### src/hw/slc_pkg.sv
// shared constants and types for the serial lane map control block
package slc_pkg;

    // register indices as printed; byte address is four times the index
    localparam logic [11:0] IDX_LANE_POWER_DOWN      = 12'h5b0;
    localparam logic [11:0] IDX_PHYS_LANE0_SELECT    = 12'h5b2;
    localparam logic [11:0] IDX_PHYS_LANE1_SELECT    = 12'h5b3;
    localparam logic [11:0] IDX_PHYS_LANE2_SELECT    = 12'h5b5;
    localparam logic [11:0] IDX_PHYS_LANE3_SELECT    = 12'h5b6;
    localparam logic [11:0] IDX_LANE_POLARITY_INVERT = 12'h5bf;

    localparam int          ADDR_W    = 16;
    localparam int          NUM_LANES = 4;
    localparam int          SEL_W     = 3;

    // reset values
    localparam logic [7:0] RST_LANE_POWER_DOWN      = 8'h00;
    localparam logic [2:0] RST_PHYS_LANE0_SELECT    = 3'h0;
    localparam logic [2:0] RST_PHYS_LANE1_SELECT    = 3'h1;
    localparam logic [2:0] RST_PHYS_LANE2_SELECT    = 3'h2;
    localparam logic [2:0] RST_PHYS_LANE3_SELECT    = 3'h3;
    localparam logic [7:0] RST_LANE_POLARITY_INVERT = 8'h00;

    // writable bits of the power-down register; per-lane bit is 2*lane
    localparam logic [7:0] MASK_LANE_POWER_DOWN = 8'h55;
    localparam int         LANE_BIT_STRIDE      = 2;

    // selector codes above this choose no logical lane
    localparam logic [2:0] SEL_MAX_CODE = 3'h3;

    // axi responses
    localparam logic [1:0] RESP_OKAY   = 2'h0;
    localparam logic [1:0] RESP_SLVERR = 2'h2;

    // per physical lane configuration
    typedef struct packed {
        logic             power_down;
        logic             invert;
        logic [SEL_W-1:0] select;
    } slc_lane_cfg_t;

    typedef struct packed {
        logic [1:0]  resp;
        logic [31:0] data;
    } slc_rd_ans_t;

endpackage : slc_pkg

### src/hw/slc_lane_slice.sv
// one physical output lane: crossbar pick, polarity and power-down
`timescale 1ns/100ps
`default_nettype none
module slc_lane_slice
    import slc_pkg::*;
#(
    parameter int LANE_W = 20
) (
    input  wire logic                              mclk,
    input  wire logic                              srst,
    input  wire logic [NUM_LANES-1:0][LANE_W-1:0] logical_lane_data,
    input  wire slc_lane_cfg_t                     cfg,
    output var  logic [LANE_W-1:0]                 lane_data,
    output var  logic                              lane_power_down
);

    logic [LANE_W-1:0] picked;

    // undefined selector codes give a zero word before inversion rather than aliasing
    always_comb begin
        picked = '0;
        if (cfg.select <= SEL_MAX_CODE) begin
            picked = logical_lane_data[cfg.select[1:0]];
        end
    end

    always_ff @(posedge mclk) begin
        if (srst) begin
            lane_data       <= '0;
            lane_power_down <= 1'b0;
        end else begin
            lane_power_down <= cfg.power_down;
            if (cfg.power_down) begin
                lane_data <= '0;
            end else begin
                lane_data <= picked ^ {LANE_W{cfg.invert}};
            end
        end
    end

endmodule : slc_lane_slice
`default_nettype wire

### src/hw/slc_lane_map_top.sv
// register bank and lane crossbar for the four serial output lanes
`timescale 1ns/100ps
`default_nettype none
module slc_lane_map_top
    import slc_pkg::*;
#(
    parameter int LANE_W = 20
) (
    input  wire logic                              mclk,
    input  wire logic                              srst,
    input  wire logic [ADDR_W-1:0]                 s_axi_awaddr,
    input  wire logic                              s_axi_awvalid,
    output var  logic                              s_axi_awready,
    input  wire logic [31:0]                       s_axi_wdata,
    input  wire logic [3:0]                        s_axi_wstrb,
    input  wire logic                              s_axi_wvalid,
    output var  logic                              s_axi_wready,
    output var  logic [1:0]                        s_axi_bresp,
    output var  logic                              s_axi_bvalid,
    input  wire logic                              s_axi_bready,
    input  wire logic [ADDR_W-1:0]                 s_axi_araddr,
    input  wire logic                              s_axi_arvalid,
    output var  logic                              s_axi_arready,
    output var  logic [31:0]                       s_axi_rdata,
    output var  logic [1:0]                        s_axi_rresp,
    output var  logic                              s_axi_rvalid,
    input  wire logic                              s_axi_rready,
    input  wire logic [NUM_LANES-1:0][LANE_W-1:0] logical_lane_data,
    output var  logic [LANE_W-1:0]                 serial_out_lane_zero,
    output var  logic [LANE_W-1:0]                 serial_out_lane_one,
    output var  logic [LANE_W-1:0]                 serial_out_lane_two,
    output var  logic [LANE_W-1:0]                 serial_out_lane_three,
    output var  logic [NUM_LANES-1:0]              serial_out_lane_pd
);

    // register storage
    logic [7:0]                       lane_power_down;
    logic [NUM_LANES-1:0][SEL_W-1:0]  phys_lane_select;
    logic [7:0]                       lane_polarity_invert;

    // write channel holding state
    logic [ADDR_W-1:0]  aw_addr;
    logic               aw_full;
    logic [7:0]         w_byte;
    logic               w_lane0;
    logic               w_full;
    logic               do_write;
    logic [11:0]        wr_idx;
    logic               wr_hit;
    slc_rd_ans_t        next_rd;

    assign do_write = aw_full && w_full && !s_axi_bvalid;
    assign wr_idx   = aw_addr[13:2];

    always_comb begin
        unique case (wr_idx)
            IDX_LANE_POWER_DOWN, IDX_PHYS_LANE0_SELECT, IDX_PHYS_LANE1_SELECT,
            IDX_PHYS_LANE2_SELECT, IDX_PHYS_LANE3_SELECT,
            IDX_LANE_POLARITY_INVERT: wr_hit = (aw_addr[ADDR_W-1:14] == '0);
            default:                  wr_hit = 1'b0;
        endcase
    end

    // read decode; reserved selector bits read zero
    always_comb begin
        next_rd.resp = RESP_OKAY;
        next_rd.data = '0;
        if (s_axi_araddr[ADDR_W-1:14] != '0) begin
            next_rd.resp = RESP_SLVERR;
        end else begin
            unique case (s_axi_araddr[13:2])
                IDX_LANE_POWER_DOWN:      next_rd.data[7:0] = lane_power_down;
                IDX_PHYS_LANE0_SELECT:    next_rd.data[2:0] = phys_lane_select[0];
                IDX_PHYS_LANE1_SELECT:    next_rd.data[2:0] = phys_lane_select[1];
                IDX_PHYS_LANE2_SELECT:    next_rd.data[2:0] = phys_lane_select[2];
                IDX_PHYS_LANE3_SELECT:    next_rd.data[2:0] = phys_lane_select[3];
                IDX_LANE_POLARITY_INVERT: next_rd.data[7:0] = lane_polarity_invert;
                default:                  next_rd.resp = RESP_SLVERR;
            endcase
        end
    end

    // write address channel; one write in flight
    always_ff @(posedge mclk) begin
        if (srst) begin
            s_axi_awready <= 1'b1;
            aw_full       <= 1'b0;
            aw_addr       <= '0;
        end else if (s_axi_awvalid && s_axi_awready) begin
            s_axi_awready <= 1'b0;
            aw_full       <= 1'b1;
            aw_addr       <= s_axi_awaddr;
        end else if (do_write) begin
            aw_full <= 1'b0;
        end else if (s_axi_bvalid && s_axi_bready) begin
            s_axi_awready <= 1'b1;
        end
    end

    // write data channel; only the low byte lane carries register data
    always_ff @(posedge mclk) begin
        if (srst) begin
            s_axi_wready <= 1'b1;
            w_full       <= 1'b0;
            w_byte       <= '0;
            w_lane0      <= 1'b0;
        end else if (s_axi_wvalid && s_axi_wready) begin
            s_axi_wready <= 1'b0;
            w_full       <= 1'b1;
            w_byte       <= s_axi_wdata[7:0];
            w_lane0      <= s_axi_wstrb[0];
        end else if (do_write) begin
            w_full <= 1'b0;
        end else if (s_axi_bvalid && s_axi_bready) begin
            s_axi_wready <= 1'b1;
        end
    end

    // write response
    always_ff @(posedge mclk) begin
        if (srst) begin
            s_axi_bvalid <= 1'b0;
            s_axi_bresp  <= RESP_OKAY;
        end else if (do_write) begin
            s_axi_bvalid <= 1'b1;
            s_axi_bresp  <= wr_hit ? RESP_OKAY : RESP_SLVERR;
        end else if (s_axi_bvalid && s_axi_bready) begin
            s_axi_bvalid <= 1'b0;
        end
    end

    // power-down register; reserved odd bits stay zero
    always_ff @(posedge mclk) begin
        if (srst) begin
            lane_power_down <= RST_LANE_POWER_DOWN;
        end else if (do_write && wr_hit && w_lane0 && wr_idx == IDX_LANE_POWER_DOWN) begin
            lane_power_down <= w_byte & MASK_LANE_POWER_DOWN;
        end
    end

    // lane selectors
    always_ff @(posedge mclk) begin
        if (srst) begin
            phys_lane_select[0] <= RST_PHYS_LANE0_SELECT;
            phys_lane_select[1] <= RST_PHYS_LANE1_SELECT;
            phys_lane_select[2] <= RST_PHYS_LANE2_SELECT;
            phys_lane_select[3] <= RST_PHYS_LANE3_SELECT;
        end else if (do_write && wr_hit && w_lane0) begin
            unique case (wr_idx)
                IDX_PHYS_LANE0_SELECT: phys_lane_select[0] <= w_byte[2:0];
                IDX_PHYS_LANE1_SELECT: phys_lane_select[1] <= w_byte[2:0];
                IDX_PHYS_LANE2_SELECT: phys_lane_select[2] <= w_byte[2:0];
                IDX_PHYS_LANE3_SELECT: phys_lane_select[3] <= w_byte[2:0];
                default: ;
            endcase
        end
    end

    // polarity register; reserved bits are plain storage
    always_ff @(posedge mclk) begin
        if (srst) begin
            lane_polarity_invert <= RST_LANE_POLARITY_INVERT;
        end else if (do_write && wr_hit && w_lane0 && wr_idx == IDX_LANE_POLARITY_INVERT) begin
            lane_polarity_invert <= w_byte;
        end
    end

    // read channel: answer one cycle after the address is taken
    always_ff @(posedge mclk) begin
        if (srst) begin
            s_axi_arready <= 1'b1;
            s_axi_rvalid  <= 1'b0;
            s_axi_rdata   <= '0;
            s_axi_rresp   <= RESP_OKAY;
        end else if (s_axi_arvalid && s_axi_arready) begin
            s_axi_arready <= 1'b0;
            s_axi_rvalid  <= 1'b1;
            s_axi_rdata   <= next_rd.data;
            s_axi_rresp   <= next_rd.resp;
        end else if (s_axi_rvalid && s_axi_rready) begin
            s_axi_rvalid  <= 1'b0;
            s_axi_arready <= 1'b1;
        end
    end

    // lane datapath; config changes mid-frame corrupt data, software must idle link
    logic [NUM_LANES-1:0][LANE_W-1:0] lane_out;

    for (genvar g = 0; g < NUM_LANES; g++) begin : g_lane
        slc_lane_cfg_t cfg;
        assign cfg.power_down = lane_power_down[g*LANE_BIT_STRIDE];
        assign cfg.invert     = lane_polarity_invert[g*LANE_BIT_STRIDE];
        assign cfg.select     = phys_lane_select[g];

        slc_lane_slice #(
            .LANE_W (LANE_W)
        ) u_slice (
            .mclk              (mclk),
            .srst              (srst),
            .logical_lane_data (logical_lane_data),
            .cfg               (cfg),
            .lane_data         (lane_out[g]),
            .lane_power_down   (serial_out_lane_pd[g])
        );
    end

    assign serial_out_lane_zero  = lane_out[0];
    assign serial_out_lane_one   = lane_out[1];
    assign serial_out_lane_two   = lane_out[2];
    assign serial_out_lane_three = lane_out[3];

endmodule : slc_lane_map_top
`default_nettype wire

### config.mk
export PLATFORM = sky130hd
export DESIGN_NAME = slc_lane_map_top
export DESIGN_NICKNAME = d
export VERILOG_FILES = /design/src/hw/slc_pkg.sv /design/src/hw/slc_lane_slice.sv /design/src/hw/slc_lane_map_top.sv
export SDC_FILE = /design/constraint.sdc
export NUM_CORES = 1
export LEC_CHECK = 0
export ABC_AREA = 1
export BUFFER_PORTS_ARGS = -buffer_cell sky130_fd_sc_hd__buf_2
export CAP_MARGIN = 10
export CORE_AREA = 4 4 141 143
export CTS_CLUSTER_SIZE = 14
export DETAILED_ROUTE_END_ITERATION = 16
export DIE_AREA = 0 0 145 147
export HOLD_SLACK_MARGIN = 0.03
export PLACE_DENSITY = 0.81
export SLEW_MARGIN = 15
export SYNTH_ARGS = -nofsm -noshare
export SYNTH_HDL_FRONTEND = slang
export SYNTH_SLANG_ARGS = --single-unit
### constraint.sdc
create_clock -name mclk -period 1.4 [get_ports mclk]
set_input_delay 0 -clock mclk [delete_from_list [all_inputs] [get_ports mclk]]
set_output_delay 0 -clock mclk [all_outputs]
set_load 0.005 [all_outputs]
==> results.ini <==
[run_status]
status=complete, but fails checks
violations_in_the_final_reports=negative setup slack

[yosys]
synth.ff_latch_count=148
yosys.area.top_type_share_pct=34.5
async_reset_ff_share_pct=0
dominantRegCellSynth=sky130_fd_sc_hd__dfxtp_1
synth_cells=1352
post_synth.cell_area_avg_um2=6.35
ys_top_cells_by_area=sky130_fd_sc_hd__dfxtp_1 35%, sky130_fd_sc_hd__nand2_1 17%, sky130_fd_sc_hd__nand3_1 15%, sky130_fd_sc_hd__o21bai_1 7.1%, sky130_fd_sc_hd__a21oi_1 6.3%
synthesis.yosys.warnings=0
synth_area_leader_cell=sky130_fd_sc_hd__dfxtp_1
ys_seq_area_share_pct=34.5
post_synth_instance_area_um2=8590
post_synth_num_cell_types=30
netlist_top_cells_count=391 x sky130_fd_sc_hd__nand2_1, 255 x sky130_fd_sc_hd__nand3_1, 148 x sky130_fd_sc_hd__dfxtp_1
count_leader_synth=sky130_fd_sc_hd__nand2_1
synth_edf_count=0

[sta]
timing.final.setup_violations=23
finalWorstPathRequiredPeriod_ns=1.55
rsz0062_at_grt=yes
final_hold_violation_count=0
max_slew_violation_count=0
postLayoutSetupSlackWorst_ns=-0.148
final_min_period_over_clock_period_pct=111
holdWs_ns=0.0424
worst_clock_skew_ns=0.00733
setup_total_negative_slack_ns=-1.58
fmaxAchievable_mhz=646

[routing]
routed_wire_length_per_instance_um=17.6
initial_drt_markers=1321
route.detailed.vias_per_inst=5.62
dr.pass1.iters=6
vias=10600
final_antenna_net_count=0
finalWirelength_um=33100
detail_route.drc_violations=0

[final_layout]
fin_util_pct=63.7
area_growth_syn_to_layout_pct=37.8
post_route_cells_drive_above_1_share_pct=23.2
fin_nets=1788
stdcell_area_um2=11800

[worst_hold_path]
timing.hold.worst.class=in -> reg
worstHoldStart=logical_lane_data[19]

[worst_setup_path]
timing.rr.start=aw_addr[9]$_SDFFE_PP0P_
cp-end-kind=flip-flop
slowest_cell_on_the_critical_path=sky130_fd_sc_hd__dfxtp_2
worst_path_most_repeated_cell=sky130_fd_sc_hd__nand2_4
path_cells=inv_2, nor2_4, nand2_4, nor2_8, nand2_4, nor3_4, buf_4, inv_4, o21ai_1, a21oi_1
critical-path-top-delay-family=simple AND/OR/NAND/NOR gates
critical_path_arrival_ns=1.87
setup.worst_path.class=reg -> reg
timing.critical_path.required_ns=1.72
worst-path-buf-inv=3
highest_fanout_seen_on_the_critical_path=8
worst_setup_path_start_kind=flip-flop
timing.critical_path.slowest_cell_delay_ns=0.32
cp-startpoint=aw_addr[9]$_SDFFE_PP0P_

[grt]
grt_max_degree=42
grt_first_pass_wirelength_um=50800
grtUsageTotal_pct=29.1
globalRouteOverflowTotal=0
grt_antenna_before_repair=3
first_global_vias=9935

[placement]
hpwlAfterDp_um=21400
post-place-ws_ns=-0.0776
placed_area_um2=10100
buffer_ports.inserted=222
globalplace.congestion=0.914

[pwr]
vdd_ir_drop_max_mv=0.892
power.leakage_nw=5.76
total_power_divided_by_cell_area_nw_per_um2=903

[clock_network]
clk_latency_ns=0.44
htree_levels=4
cts_root_buf=sky130_fd_sc_hd__clkbuf_16
worst_setup_hold_path_clk_slew_ns=0.06
cts_made_buffers=17
clock_tree.buffer_depth=2
cts_sinks=148
cts_tree=done

[floorplan]
floorplan.initialDensity_pct=46.2
fp.dieArea_um2=21300
io_pins=280
placementRows=50
chip_height_um=147
die_width_um=145
coreArea_um2=18600

[job]
max-cap-violations=0

[kinds of logic after synthesis]
| kind of cell | share of synthesized area, % |
|---|---|
| flops | 34.5 |
| buf+inv | 9.95 |
| simple gates | 38.1 |
| other cells | 0.0437 |
| compound gates | 17.4 |
[report_power, final]
part           internal [mW]  leakage (nW)  switching, mW  total, mW
combinational          0.698          4.26          0.857       1.55
sequential              4.43          1.22          0.116       4.55
clock                   2.70         0.277           1.88       4.58
[cell type report]
cell class                      count  area (um^2)
Timing Repair Buffer              362         2690
Timing Repair inverter              1         5.00
Clock inverter                     12          131
Multi-Input combinational cell   1038         5030
Fill cell                        1553         6750
Tap cell                          234          293
Inverter                           65          250
Clock buffer                       19          453
Antenna cell                        2         5.00
Sequential cell                   148         2970
[worst min-delay path, stage by stage]
cell and delay, ns:
sky130_fd_sc_hd__buf_2 0.13, sky130_fd_sc_hd__nand2_1 0.07, sky130_fd_sc_hd__nand3_1 0.06, sky130_fd_sc_hd__nand3_1 0.11, sky130_fd_sc_hd__a21oi_1 0.07
[placed cells by master (no fill, tap or decap), types with 9 or more instances in the layout]
master,instances
sky130_fd_sc_hd__nand2_1,388
sky130_fd_sc_hd__nand3_1,252
sky130_fd_sc_hd__buf_2,222
sky130_fd_sc_hd__dfxtp_1,139
sky130_fd_sc_hd__a21oi_1,107
sky130_fd_sc_hd__o21bai_1,81
sky130_fd_sc_hd__dlygate4sd3_1,77
sky130_fd_sc_hd__nor2_1,76
sky130_fd_sc_hd__inv_1,52
sky130_fd_sc_hd__o21ai_0,41
sky130_fd_sc_hd__buf_4,36
sky130_fd_sc_hd__conb_1,26
sky130_fd_sc_hd__clkbuf_16,21
sky130_fd_sc_hd__buf_12,20
sky130_fd_sc_hd__nor2_2,13
sky130_fd_sc_hd__nand4_1,9
sky130_fd_sc_hd__dfxtp_2,9
[layer usage]
| layer | track usage, % | wire length, um | vias to the layer above |
|---|---|---|---|
| met5 | 0 | 7 | - |
| met3 | 6.66 | 3780 | 114 |
| met2 | 50.1 | 15700 | 724 |
| li1 | - | - | 4996 |
| met4 | 11.3 | 1150 | 2 |
| met1 | 35.5 | 12500 | 4739 |
[registers in the layout, indices dropped and copies added (netlist names)]
signal and cells:
aw_addr 14, aw_full 1, g_lane.cfg 12, g_lane.u_slice.lane_data 80
g_lane.u_slice.lane_power_down 4, lane_polarity_invert 8, lane_power_down 4, s_axi_arready 1
s_axi_awready 1, s_axi_bresp 1, s_axi_bvalid 1, s_axi_rdata 8
s_axi_rresp 1, s_axi_rvalid 1, s_axi_wready 1, w_byte 8
w_full 1, w_lane0 1
[final timing paths]
kind,depth (start not counted),end,slack [ns]
max,10,lane_polarity_invert[6]$_SDFFE_PP0P_,-0.15
min,5,g_lane[2].u_slice.lane_data[19]$_SDFF_PP0_,0.04
max reg2reg,10,lane_polarity_invert[6]$_SDFFE_PP0P_,-0.15
min reg2reg,2,s_axi_rdata[2]$_SDFFE_PP0P_,0.46
[stage by stage]
stage                     instances  power [mW]
after global placement         1761        5.88
after floorplan                1377        5.33
after global routing           1881        11.1
after CTS                      1870        10.6
final                          1881        10.7
after detailed placement       1761        5.91
[what timing repair did]
| action | CTS | global route |
|---|---|---|
| pin swaps | 2 | 18 |
| setup endpoints to repair | 19 | 66 |
| hold endpoints to repair | 86 | 0 |
| resized for setup | 12 | 61 |
| cloned | 1 | 4 |
| hold buffers | 77 | 0 |
| setup buffers | 0 | 5 |
No activity file was read; power rests on OpenSTA's default activity.
